$ cat config.mk
export PLATFORM = sky130hd
export DESIGN_NAME = adss_sequencer
export DESIGN_NICKNAME = d
export VERILOG_FILES = /design/src/adss_sequencer.v
export VERILOG_INCLUDE_DIRS = /design/src /design/src/src
export SDC_FILE = /design/constraint.sdc
export NUM_CORES = 1
export LEC_CHECK = 0
export ABC_AREA = 1
export BUFFER_PORTS_ARGS = -buffer_cell sky130_fd_sc_hd__buf_4
export CELL_PAD_IN_SITES_DETAIL_PLACEMENT = 0
export CELL_PAD_IN_SITES_GLOBAL_PLACEMENT = 1
export CORE_ASPECT_RATIO = 0.6
export CORE_UTILIZATION = 50
export DETAILED_ROUTE_END_ITERATION = 12
export PLACE_DENSITY = 0.95
export SLEW_MARGIN = 20
export SYNTH_ARGS = -nofsm -noshare
export SYNTH_HDL_FRONTEND = slang
export SYNTH_SLANG_ARGS = --single-unit
export TNS_END_PERCENT = 50
$ cat constraint.sdc
create_clock -name core_clk_i -period 17.5 [get_ports core_clk_i]
set_clock_uncertainty 0.15 [all_clocks]
set_input_delay 3.5 -clock core_clk_i [delete_from_list [all_inputs] [get_ports core_clk_i]]
set_output_delay 3.5 -clock core_clk_i [all_outputs]
set_load 0.05 [all_outputs]
$ cat src/adss_map.vh
// Timing constants and register map of the ADC strobe sequencer
`ifndef ADSS_MAP_VH
`define ADSS_MAP_VH

// ------------------------------------------------------------
// Clock and time figures
// ------------------------------------------------------------
`define ADSS_CLK_MHZ 250
`define ADSS_STB_LOW_US 5
`define ADSS_CUR_HIGH_US 5
`define ADSS_TMP_HIGH_US 10
`define ADSS_TMP_SETTLE_US 5
`define ADSS_TMP_ACQ_MIN_US 5
`define ADSS_GAP_US 5
`define ADSS_ACQ_FIXED 2
`define ADSS_DIV_MUL 4
`define ADSS_ADC_MAX_MHZ 10
`define ADSS_TURN_CYC 10

// ------------------------------------------------------------
// Register byte offsets
// ------------------------------------------------------------
`define ADSS_REG_CTRL 8'h00
`define ADSS_REG_CFG 8'h04
`define ADSS_REG_STAT 8'h08
`define ADSS_REG_RES 8'h0c

// ------------------------------------------------------------
// Field positions and reset values
// ------------------------------------------------------------
`define ADSS_CTRL_GO 0
`define ADSS_CTRL_TEMP 1
`define ADSS_CTRL_CH_LO 4
`define ADSS_CTRL_CH_HI 6
`define ADSS_CFG_STC_LO 0
`define ADSS_CFG_STC_HI 7
`define ADSS_CFG_DIV_LO 8
`define ADSS_CFG_DIV_HI 15
`define ADSS_CFG_RST 32'h0000_0000
`define ADSS_CH_NUM 8
`define ADSS_RESP_OK 2'b00
`define ADSS_RESP_ERR 2'b10

`endif

$ cat src/adss_sequencer.v
// ADC strobe sequencer with AXI4-Lite register slave
// Operation
// - Each channel has own strobe, raised per conversion
// - Strobe stays low 5us after each fall
// - Current strobe held high at least 5us
// - Temperature strobe held high at least 10us
// - Temperature waits 5us settle before ADC start
// - Sample exact acquisition time, then start conversion
// - Temperature acquisition never below 5us
// - Strobe high whole channel time, drop on switch
// - Same channel not resampled within 5us gap
// - Conversion plus processing time at least 5us
// - Acquisition lasts two plus stc ADC clocks
// - ADC clock period four times one plus divider; dividers under 6 are raised to 6
// - Ten cycle turnaround before next conversion start
//
// Implementation choices: the address map and the AXI4-Lite register port.
`timescale 1ns/1ps
`include "adss_map.vh"

module adss_sequencer (
  input wire core_clk_i,
  input wire nrst_i,
  input wire [7:0] s_axi_awaddr_i,
  input wire s_axi_awvalid_i,
  output reg s_axi_awready_o,
  input wire [31:0] s_axi_wdata_i,
  input wire [3:0] s_axi_wstrb_i,
  input wire s_axi_wvalid_i,
  output reg s_axi_wready_o,
  output reg [1:0] s_axi_bresp_o,
  output reg s_axi_bvalid_o,
  input wire s_axi_bready_i,
  input wire [7:0] s_axi_araddr_i,
  input wire s_axi_arvalid_i,
  output reg s_axi_arready_o,
  output reg [31:0] s_axi_rdata_o,
  output reg [1:0] s_axi_rresp_o,
  output reg s_axi_rvalid_o,
  input wire s_axi_rready_i,
  input wire adc_done_i,
  input wire [11:0] adc_result_i,
  output reg [7:0] strobe_o,
  output reg adc_sample_o,
  output reg adc_start_o,
  output reg adc_clk_o,
  output reg busy_o
);

  // ------------------------------------------------------------
  // Derived cycle counts, rounded up
  // ------------------------------------------------------------
  localparam [31:0] CYC_LOW = `ADSS_STB_LOW_US * `ADSS_CLK_MHZ;
  localparam [31:0] CYC_CUR = `ADSS_CUR_HIGH_US * `ADSS_CLK_MHZ;
  localparam [31:0] CYC_TMP = `ADSS_TMP_HIGH_US * `ADSS_CLK_MHZ;
  localparam [31:0] CYC_SET = `ADSS_TMP_SETTLE_US * `ADSS_CLK_MHZ;
  localparam [31:0] CYC_ACQ = `ADSS_TMP_ACQ_MIN_US * `ADSS_CLK_MHZ;
  localparam [31:0] CYC_GAP = `ADSS_GAP_US * `ADSS_CLK_MHZ;
  // Smallest divider keeping the ADC clock at or under its ceiling
  localparam [31:0] DIV_MIN =
    (`ADSS_CLK_MHZ + `ADSS_DIV_MUL * `ADSS_ADC_MAX_MHZ - 1) /
    (`ADSS_DIV_MUL * `ADSS_ADC_MAX_MHZ) - 1;
  localparam [8:0] ACQ_FIX = `ADSS_ACQ_FIXED;

  localparam [2:0] ST_IDLE = 3'd0;
  localparam [2:0] ST_SETTLE = 3'd1;
  localparam [2:0] ST_SAMPLE = 3'd2;
  localparam [2:0] ST_CONV = 3'd3;
  localparam [2:0] ST_HOLD = 3'd4;
  localparam [2:0] ST_TURN = 3'd5;

  // ------------------------------------------------------------
  // Register state
  // ------------------------------------------------------------
  reg [31:0] cfg_r;
  reg [2:0] ch_r;
  reg temp_r;
  reg go_r;
  reg [11:0] result_r;
  reg done_r;
  reg [2:0] st_r;
  reg [31:0] cnt_r;
  reg [31:0] hold_r;
  reg [9:0] div_cnt_r;
  reg adc_done_s1_r;
  reg adc_done_s2_r;
  reg aw_got_r;
  reg w_got_r;
  reg [7:0] aw_addr_r;
  reg [31:0] w_data_r;
  reg [3:0] w_strb_r;

  wire [7:0] stc = cfg_r[`ADSS_CFG_STC_HI:`ADSS_CFG_STC_LO];
  wire [7:0] div_raw = cfg_r[`ADSS_CFG_DIV_HI:`ADSS_CFG_DIV_LO];
  // Clamp divider so the ADC clock never exceeds its limit
  wire [7:0] div_set = (div_raw < DIV_MIN[7:0]) ? DIV_MIN[7:0] : div_raw;
  // Half ADC period in system clocks is 2*(1+div)
  wire [9:0] half_per = {1'b0, div_set, 1'b0} + 10'd2;
  wire [8:0] acq_len = {1'b0, stc} + ACQ_FIX;
  wire [10:0] per_len = {half_per, 1'b0}; // Full ADC period
  wire [31:0] smp_cyc = acq_len * per_len; // Window in system clocks

  // ------------------------------------------------------------
  // Per-channel low-time guard counters
  // ------------------------------------------------------------
  wire [`ADSS_CH_NUM-1:0] ch_ready;
  genvar gi;
  generate
    for (gi = 0; gi < `ADSS_CH_NUM; gi = gi + 1) begin : g_low
      reg [31:0] low_cnt_r;
      // Count from each falling edge; ready once the gap has passed
      always @(posedge core_clk_i or negedge nrst_i) begin
        if (!nrst_i) begin
          low_cnt_r <= 32'd0;
        end else if (strobe_o[gi]) begin
          low_cnt_r <= (CYC_LOW > CYC_GAP) ? CYC_LOW : CYC_GAP;
        end else if (low_cnt_r != 32'd0) begin
          low_cnt_r <= low_cnt_r - 32'd1;
        end
      end
      assign ch_ready[gi] = (low_cnt_r == 32'd0);
    end
  endgenerate

  // ------------------------------------------------------------
  // AXI4-Lite write path; address and data in either order
  // ------------------------------------------------------------
  wire wr_fire = aw_got_r && w_got_r && !s_axi_bvalid_o;
  wire wr_ctrl = wr_fire && (aw_addr_r[7:2] == `ADSS_REG_CTRL >> 2);
  wire wr_cfg = wr_fire && (aw_addr_r[7:2] == `ADSS_REG_CFG >> 2);
  wire wr_ok = wr_ctrl || wr_cfg;
  wire start_req = wr_ctrl && w_strb_r[0] && w_data_r[`ADSS_CTRL_GO];
  wire [2:0] req_ch = w_data_r[`ADSS_CTRL_CH_HI:`ADSS_CTRL_CH_LO];
  wire req_tmp = w_data_r[`ADSS_CTRL_TEMP];

  always @(posedge core_clk_i or negedge nrst_i) begin
    if (!nrst_i) begin
      s_axi_awready_o <= 1'b0;
      s_axi_wready_o <= 1'b0;
      s_axi_bvalid_o <= 1'b0;
      s_axi_bresp_o <= `ADSS_RESP_OK;
      aw_got_r <= 1'b0;
      w_got_r <= 1'b0;
      aw_addr_r <= 8'h00;
      w_data_r <= 32'h0000_0000;
      w_strb_r <= 4'h0;
    end else begin
      s_axi_awready_o <= !aw_got_r && !s_axi_awready_o && s_axi_awvalid_i;
      s_axi_wready_o <= !w_got_r && !s_axi_wready_o && s_axi_wvalid_i;
      if (s_axi_awvalid_i && s_axi_awready_o) begin
        aw_got_r <= 1'b1;
        aw_addr_r <= s_axi_awaddr_i;
      end
      if (s_axi_wvalid_i && s_axi_wready_o) begin
        w_got_r <= 1'b1;
        w_data_r <= s_axi_wdata_i;
        w_strb_r <= s_axi_wstrb_i;
      end
      if (wr_fire) begin
        s_axi_bvalid_o <= 1'b1;
        s_axi_bresp_o <= wr_ok ? `ADSS_RESP_OK : `ADSS_RESP_ERR;
        aw_got_r <= 1'b0;
        w_got_r <= 1'b0;
      end else if (s_axi_bvalid_o && s_axi_bready_i) begin
        s_axi_bvalid_o <= 1'b0;
      end
    end
  end

  // Configuration and control fields; byte lanes honoured
  always @(posedge core_clk_i or negedge nrst_i) begin
    if (!nrst_i) begin
      cfg_r <= `ADSS_CFG_RST;
      ch_r <= 3'd0;
      temp_r <= 1'b0;
    end else begin
      if (wr_cfg && w_strb_r[0]) begin
        cfg_r[7:0] <= w_data_r[7:0];
      end
      if (wr_cfg && w_strb_r[1]) begin
        cfg_r[15:8] <= w_data_r[15:8];
      end
      // Channel select is frozen while a conversion runs
      if (wr_ctrl && w_strb_r[0] && st_r == ST_IDLE) begin
        ch_r <= w_data_r[`ADSS_CTRL_CH_HI:`ADSS_CTRL_CH_LO];
        temp_r <= w_data_r[`ADSS_CTRL_TEMP];
      end
    end
  end

  // ------------------------------------------------------------
  // AXI4-Lite read path
  // ------------------------------------------------------------
  always @(posedge core_clk_i or negedge nrst_i) begin
    if (!nrst_i) begin
      s_axi_arready_o <= 1'b0;
      s_axi_rvalid_o <= 1'b0;
      s_axi_rdata_o <= 32'h0000_0000;
      s_axi_rresp_o <= `ADSS_RESP_OK;
    end else begin
      s_axi_arready_o <= !s_axi_arready_o && !s_axi_rvalid_o &&
        s_axi_arvalid_i;
      if (s_axi_arvalid_i && s_axi_arready_o) begin
        s_axi_rvalid_o <= 1'b1;
        s_axi_rresp_o <= `ADSS_RESP_OK;
        case (s_axi_araddr_i)
          `ADSS_REG_CTRL: begin
            s_axi_rdata_o <= {25'd0, ch_r, 2'b00, temp_r, go_r};
          end
          `ADSS_REG_CFG: begin
            s_axi_rdata_o <= {16'd0, cfg_r[15:0]};
          end
          `ADSS_REG_STAT: begin
            s_axi_rdata_o <= {ch_ready, 19'd0, done_r, 1'b0, st_r};
          end
          `ADSS_REG_RES: begin
            s_axi_rdata_o <= {20'd0, result_r};
          end
          default: begin
            s_axi_rdata_o <= 32'h0000_0000;
            s_axi_rresp_o <= `ADSS_RESP_ERR;
          end
        endcase
      end else if (s_axi_rvalid_o && s_axi_rready_i) begin
        s_axi_rvalid_o <= 1'b0;
      end
    end
  end

  // ------------------------------------------------------------
  // ADC clock divider and done synchroniser
  // ------------------------------------------------------------
  // Free-running; the sampling window is timed in system clocks
  always @(posedge core_clk_i or negedge nrst_i) begin
    if (!nrst_i) begin
      div_cnt_r <= 10'd0;
      adc_clk_o <= 1'b0;
      adc_done_s1_r <= 1'b0;
      adc_done_s2_r <= 1'b0;
    end else begin
      adc_done_s1_r <= adc_done_i;
      adc_done_s2_r <= adc_done_s1_r;
      if (div_cnt_r >= half_per - 10'd1) begin
        div_cnt_r <= 10'd0;
        adc_clk_o <= !adc_clk_o;
      end else begin
        div_cnt_r <= div_cnt_r + 10'd1;
      end
    end
  end

  // ------------------------------------------------------------
  // Sequence state machine
  // ------------------------------------------------------------
  // Strobe stays up through settle, sample, conversion and hold
  always @(posedge core_clk_i or negedge nrst_i) begin
    if (!nrst_i) begin
      st_r <= ST_IDLE;
      cnt_r <= 32'd0;
      hold_r <= 32'd0;
      strobe_o <= 8'h00;
      adc_sample_o <= 1'b0;
      adc_start_o <= 1'b0;
      busy_o <= 1'b0;
      go_r <= 1'b0;
      done_r <= 1'b0;
      result_r <= 12'h000;
    end else begin
      adc_start_o <= 1'b0;
      if (hold_r != 32'd0) begin
        hold_r <= hold_r - 32'd1;
      end
      case (st_r)
        ST_IDLE: begin
          busy_o <= 1'b0;
          if (start_req) begin
            done_r <= 1'b0;
          end
          // A start inside the low time is dropped; fields come from the GO word, not copies
          if (start_req && ch_ready[req_ch]) begin
            go_r <= 1'b1;
            busy_o <= 1'b1;
            strobe_o <= 8'h01 << req_ch;
            hold_r <= req_tmp ? CYC_TMP : CYC_CUR;
            cnt_r <= req_tmp ? CYC_SET : smp_cyc;
            adc_sample_o <= !req_tmp;
            st_r <= req_tmp ? ST_SETTLE : ST_SAMPLE;
          end
        end
        ST_SETTLE: begin
          if (cnt_r <= 32'd1) begin
            // Temperature floor keeps acquisition at least 5us
            cnt_r <= (smp_cyc < CYC_ACQ) ? CYC_ACQ : smp_cyc;
            adc_sample_o <= 1'b1;
            st_r <= ST_SAMPLE;
          end else begin
            cnt_r <= cnt_r - 32'd1;
          end
        end
        ST_SAMPLE: begin
          // Window counted in system clocks, so its length is exact
          if (cnt_r <= 32'd1) begin
            adc_sample_o <= 1'b0;
            adc_start_o <= 1'b1;
            st_r <= ST_CONV;
          end else begin
            cnt_r <= cnt_r - 32'd1;
          end
        end
        ST_CONV: begin
          if (adc_done_s2_r) begin
            result_r <= adc_result_i;
            st_r <= ST_HOLD;
          end
        end
        ST_HOLD: begin
          // Pad so strobe high time meets its floor
          if (hold_r == 32'd0) begin
            strobe_o <= 8'h00;
            cnt_r <= `ADSS_TURN_CYC;
            st_r <= ST_TURN;
          end
        end
        ST_TURN: begin
          if (cnt_r <= 32'd1) begin
            go_r <= 1'b0;
            done_r <= 1'b1;
            st_r <= ST_IDLE;
          end else begin
            cnt_r <= cnt_r - 32'd1;
          end
        end
        default: begin
          st_r <= ST_IDLE;
        end
      endcase
    end
  end

endmodule

==> results of run 1 <==
## synth_stat cells (all sizes together), types with 2 or more instances
library cell | count | share of area
a21boi | 3 | 0.00083
o21bai | 3 | 0.00083
ha | 62 | 0.029
a221oi | 7 | 0.0023
clkinv | 5 | 0.00069
nand2 | 760 | 0.11
nor4 | 49 | 0.012
a211oi | 14 | 0.0039
inv | 539 | 0.075
a21oi | 207 | 0.039
buf | 19 | 0.0049
o31ai | 4 | 0.0011
dfrtp | 438 | 0.41
o211ai | 10 | 0.0028
clkbuf | 48 | 0.0067
and3 | 6 | 0.0014
fa | 50 | 0.037
nor3 | 136 | 0.026
xor2 | 88 | 0.028
xnor2 | 20 | 0.0065
and2 | 2 | 0.00046
o2111ai | 3 | 0.00097
o21ai | 260 | 0.048
nor3b | 11 | 0.0031
nand3b | 10 | 0.0028
a31oi | 6 | 0.0014
nand4 | 70 | 0.016
nor2 | 642 | 0.092
o22ai | 9 | 0.0021
nand3 | 171 | 0.033
o21a | 13 | 0.0036
mux2 | 4 | 0.0017
or2 | 13 | 0.0030
## power breakdown
part           total [W]  leakage [nW]  switching, W  internal, W
Combinational    0.00213          9.19       0.00145     0.000677
Clock            0.00112         0.841      0.000437     0.000684
Sequential       0.00158          5.71      0.000286      0.00130
Total            0.00483          15.7       0.00217      0.00266
## worst max-delay path, delay by kind of cell (launching register included)
kind | cells | cell delay (ns)
compound gates | 2 | 0.31
fa+ha+maj | 6 | 2.52
buf+inv | 7 | 0.82
simple gates | 22 | 2.88
flops | 1 | 0.39
## path summary, 6_finish.rpt
| kind | startpoint | cells after the start | end |
|---|---|---|---|
| worst max-delay path | cfg_r[9] | 37 | cnt_r[6] |
| worst min-delay path | adc_done_s1_r | 0 | adc_done_s2_r |
| worst max register to register | cfg_r[9] | 37 | cnt_r[6] |
| worst min register to register | adc_done_s1_r | 0 | adc_done_s2_r |
| max in group asynchronous | nrst_i | 3 | cfg_r[12] |
| min in group asynchronous | nrst_i | 1 | g_low[2].low_cnt_r[28] |
## stage by stage
stage	hold slack, ns	setup slack, ns	power, W	std cells	util
floorplan	0.181	11.64	0.00311	3702	-
global placement	0.186	10.49	0.00365	4447	0.538
detailed placement	0.187	10.45	0.00368	4447	0.538
CTS	0.202	10.42	0.00482	4530	0.570
global route	0.213	9.77	0.00524	4530	0.570
finish	0.203	10.30	0.00483	4530	0.570
## flip-flops by register name, indices dropped and copies added (netlist names), 2 cells and up
register	cells
w_strb_r	2
div_cnt_r	10
cfg_r	16
st_r	3
w_data_r	16
hold_r	32
s_axi_rdata_o	24
strobe_o	8
cnt_r	32
aw_addr_r	6
result_r	12
g_low.low_cnt_r	256
ch_r	3
## logic make-up after synthesis
family          synth area share
other cells             0.000139
compound gates             0.109
fa+ha+maj                 0.0657
buf+inv                   0.0870
xor+xnor                  0.0350
flops                      0.405
mux                      0.00166
simple gates               0.297
## cell type report
class / instances / area, sq um
Clock inverter: 31 / 508
Sequential cell: 438 / 11000
Timing Repair Buffer: 109 / 838
Inverter: 544 / 2040
Fill cell: 5041 / 22800
Tap cell: 703 / 880
Multi-Input combinational cell: 2653 / 13800
Clock buffer: 52 / 1190
## routing by layer
metal,global-route usage,vias up
li1,-,12100
met1,0.415,11200
met2,0.357,667
met3,0.0504,86
met4,0.0646,0
met5,0.00617,-
==> impl_results.md, run 1 <==
* Outcome: finished clean
* Rows at 65
* Hold Vio Cnt, Final at 0
* Global-route total usage across every layer at 0.261
* Post-detailed-route count of antenna-violating nets at 0
* Quantity of hold-fixing buffers added after cts at 0
* Highest cell delay on the worst timing path at 0.51 ns
* Die Span Y at 182 microns
* Ratio of cells with drive above 1 in the final layout at 0.0664
* Count of maximum capacitance violations at 0
* Met2 wirelength from detailed routing at 27,300 microns
* Area of the mapped netlist at 27,100 sq um
* Static power due to leakage at 15.7 nW
* Vias in the first global route at 22.6k
* Number of post-CTS setup repair buffers at 0
* Diode count at 0
* Detailed placer's ending HPWL at 51,600 microns
* Routed wire length per instance at 15.5 microns
* Gr ovfl total at 0
* Post-CTS clock slew at the launch and capture registers of the worst setup and hold paths at 0.06 ns
* Number of gates resized after CTS at 0
* Number of levels the H-tree was split into at 2
* Worst Tran Pin Value at 1.05 ns
* Number of ports placed on the die boundary at 125
* Synth unique cells at 59
* Detailed-route vias per instance at 5.32
* CTS buffer count at 45
* Portion of the post-synthesis area used by sequential elements at 0.405
* First-pass GRT wire length at 117,000 microns
* Largest vdd supply drop at 0.0000874 V
* First DRT Iteration DRCs at 2,177
* Number of instances in the synthesized netlist at 3,693
* Area after detailed placement at 28,500 sq um
* Horiz. Die Dim at 302 microns
* Total non-filler cell area in the finished layout at 30,200 sq um
* Avg Cell Area, Syn at 7.33 sq um
* Maximum number of pins on one net before global-route repair at 155
* Count of state elements after synthesis at 438
* Post-synth EDFFs at 0
* Met1 routed wirelength after detailed routing at 36,400 microns
* Internal reg-to-reg setup slack at 10.30 ns
* Placeable core region at 53,000 sq um
* Fin Setup TNS at 0 ns
* Master of the slowest instance on the critical path: fa_1
* Max-slew violation total from the final report at 0
* Power per Cell Area at 160 nW/um^2
* Clk Latency, worst-skew pair at 0.60 ns
* Wire length reported by the detailed router at 70,300 microns
* Deepest clock path buffer count at 3
* Residual DRC count at 0
* Maximum clock frequency at 139 MHz
* Period Utilization, post-route at 0.411
* RSZ-0062 raised after global routing: no
* Finish-stage setup viols at 0
* Class of the tightest hold or removal check: register to register
* Required @ worst endpoint at 17.83 ns
* Amount of wire on met3 after detailed routing at 4970 microns
* Sort of element at the end of the critical path: register
* Commonest non-fill, non-tap cells in the layout: nand2_1 (754), nor2_1 (625), inv_1 (527)
* Via count at 24.1k
* Input/output buffers at 94
* Worst-case headroom to the max-slew limit at 0.298
* Most prevalent standard cell on the critical path: nand2_1
* Total of warnings raised by yosys at 0
* Path type of the worst setup path: register to register
* Most common library cell in the layout ignoring fill and taps: nand2_1
* Area added between synthesis and finish at 11.6%
* Full die area at 55,100 sq um
* First drt pass iteration count at 6
* Fraction of registers with async set or reset after synthesis at 1.00
* Final min period at 7.20 ns
* Routability-driven placement congestion ratio at 0.925
* Number of antenna violations at the first check in global routing at 0
* Number of nets in the finished design at 3,975
* Maximum fanout count along the critical path at 10
* Data arrival time of the worst path at 7.53 ns
* Clock sink total at 438
* Clock tree from TritonCTS: built
* Highest Signal Layer: met4
* Root Buffer: clkbuf_16
* Initial Util at 0.510
* Prevailing post-synth register cell: dfrtp_1
* Critical Path Start Type: register
Power figures use the tool's default switching activity.
==> run 2: changes to the inputs <==
Settings changed: CORE_UTILIZATION 50 to 46, PLACE_DENSITY 0.95 to 0.9.
Clock period 17.5 ns to 6.8 ns, I/O delays scaled along.
==> impl_results.md, run 2 (same netlist as run 1, synthesis figures left out) <==
* Outcome: finished, violations left
* Violated checks: DRC
* RSZ-0062 raised after global routing: no
* Input/output buffers at 94
* Required @ worst endpoint at 7.11 ns
* Most prevalent standard cell on the critical path: nand2_1
* Root Buffer: clkbuf_16
* Data arrival time of the worst path at 6.53 ns
* Clock tree from TritonCTS: built
* Maximum number of pins on one net before global-route repair at 164
* Via count at 24.1k
* Number of nets in the finished design at 3,982
* Gr ovfl total at 0
* Class of the tightest hold or removal check: register to register
* Master of the slowest instance on the critical path: fa_1
* Final min period at 6.22 ns
* Path type of the worst setup path: register to register
* Detailed-route vias per instance at 5.24
* Count of maximum capacitance violations at 0
* Most common library cell in the layout ignoring fill and taps: nand2_1
* Highest cell delay on the worst timing path at 0.51 ns
* Power per Cell Area at 403 nW/um^2
* Residual DRC count at 4
* Worst Hold Slack at 0.206 ns
* Clock sink total at 438
* Rows at 68
* First DRT Iteration DRCs at 2,286
* Area added between synthesis and finish at 11.4%
* Area occupied by registers at 11,000 sq um
* Post-CTS clock slew at the launch and capture registers of the worst setup and hold paths at 0.06 ns
* Number of non-filler instances in the completed layout at 4,599
* Diode count at 0
* Fin Setup TNS at 0 ns
* Hold Vio Cnt, Final at 0
* Maximum fanout count along the critical path at 10
* Initial Util at 0.468
* Horiz. Die Dim at 315 microns
* Deepest clock path buffer count at 3
* Max-slew violation total from the final report at 0
* Worst Tran Pin Value at 1.06 ns
* Number of antenna violations at the first check in global routing at 0
* Die Span Y at 190 microns
* Critical Path Start Type: register
* Post-detailed-route count of antenna-violating nets at 0
* Vias in the first global route at 21.9k
* Largest register FFs at 256
* Wire length reported by the detailed router at 72,800 microns
* Quantity of hold-fixing buffers added after cts at 0
* Count of filler cells inserted in the layout at 5,589
* Detailed placer's ending HPWL at 54,500 microns
* Period Utilization, post-route at 0.914
* Worst-case headroom to the max-slew limit at 0.296
* CTS buffer count at 45
* Global-route total usage across every layer at 0.248
* Maximum clock frequency at 161 MHz
* Finish-stage setup viols at 0
* Largest vdd supply drop at 0.000214 V
* Number of levels the H-tree was split into at 2
* First-pass GRT wire length at 119,000 microns
* Clk Latency, worst-skew pair at 0.60 ns
* Routed wire length per instance at 15.8 microns
* Full die area at 59,800 sq um
* Sort of element at the end of the critical path: register
* First drt pass iteration count at 10
* Placeable core region at 57,800 sq um
* Largest registers in the final layout: g_low.low_cnt_r x256, cnt_r x32, hold_r x32
* Placed insts at 4,521
* Static power due to leakage at 15.6 nW
* Routability-driven placement congestion ratio at 0.937
* Ratio of cells with drive above 1 in the final layout at 0.0663
* Commonest non-fill, non-tap cells in the layout: nand2_1 (752), nor2_1 (623), inv_1 (525)
* Number of ports placed on the die boundary at 125
* Area of combinational cells with multiple inputs at 13,800 sq um
* Largest reg by FF count: g_low.low_cnt_r
## run 2: cell types whose count changed in the layout (fill, tap and decap cells not counted), moves of 2 or more
cell | before | now
clkinvlp_4 | 2 | 4
inv_6 | 2 | 0
clkinv_2 | 13 | 4
buf_4 | 107 | 113
clkbuf_8 | 4 | 10
clkbuf_1 | 3 | 10
nand2_1 | 754 | 752
nand2_2 | 4 | 6
inv_1 | 527 | 525
bufinv_16 | 13 | 3
nor2_1 | 625 | 623
## run 2: repair_timing
item / 4_1_cts / 5_1_grt
endpoints found under the setup margin: 0 / 12
setup buffers: 0 / 0
resized for setup: 0 / 6
hold endpoints to repair: 0 / 0
## run 2: power breakdown
part           total, W  switching [W]  internal (W)
registers       0.00407       0.000740       0.00334
logic           0.00551        0.00375       0.00176
clock network   0.00256        0.00110       0.00146
total            0.0121        0.00559       0.00655
## run 2: critical path, delay by kind of cell, from the launching register on
family	cells	cell delay [ns]
and+or+nand+nor	20	2.49
buffers and inverters	6	0.47
AOI/OAI and AO/OA	1	0.17
DFF	1	0.43
adders and majority gates	6	2.37
## run 2: layout make-up
type                       instances  area share
clock inverter                    12     0.00519
tap                              770      0.0320
sequential                       438       0.364
timing repair buffer             116      0.0300
multi-input combinational       2653       0.458
clock buffer                      66      0.0440
inverter                         544      0.0677
## run 2: through the flow
stage          worst slack, ns  total power [W]  utilization  area (sq um)
6_report                 0.583           0.0121        0.522         30200
5_1_grt                 0.0117           0.0132        0.522         30200
4_1_cts                  0.187           0.0121        0.522         30100
3_5_place_dp             0.248          0.00951        0.496         28600
3_3_place_gp             0.330          0.00945        0.496         28600
2_1_floorplan            0.937          0.00800            -         27100
## run 2: routing by layer
metal | global-route usage | share of wire | vias to the layer above
met5 | 0 | 0 | -
met3 | 0.0556 | 0.083 | 60
li1 | - | - | 12100
met4 | 0.0446 | 0.013 | 0
met1 | 0.416 | 0.53 | 11200
met2 | 0.313 | 0.37 | 718
## run 2: path summary, 6_finish.rpt
check / slack (ns) / endpoint / depth (start not counted) / start
hold / removal: 0.21 / adc_done_s2_r / 0 / adc_done_s1_r
max in group asynchronous: 4.73 / g_low[4].low_cnt_r[5] / 2 / nrst_i
setup reg to reg: 0.58 / cnt_r[6] / 33 / cfg_r[13]
hold reg to reg: 0.21 / adc_done_s2_r / 0 / adc_done_s1_r
min in group asynchronous: 0.51 / g_low[2].low_cnt_r[9] / 1 / nrst_i
setup / recovery: 0.58 / cnt_r[6] / 33 / cfg_r[13]
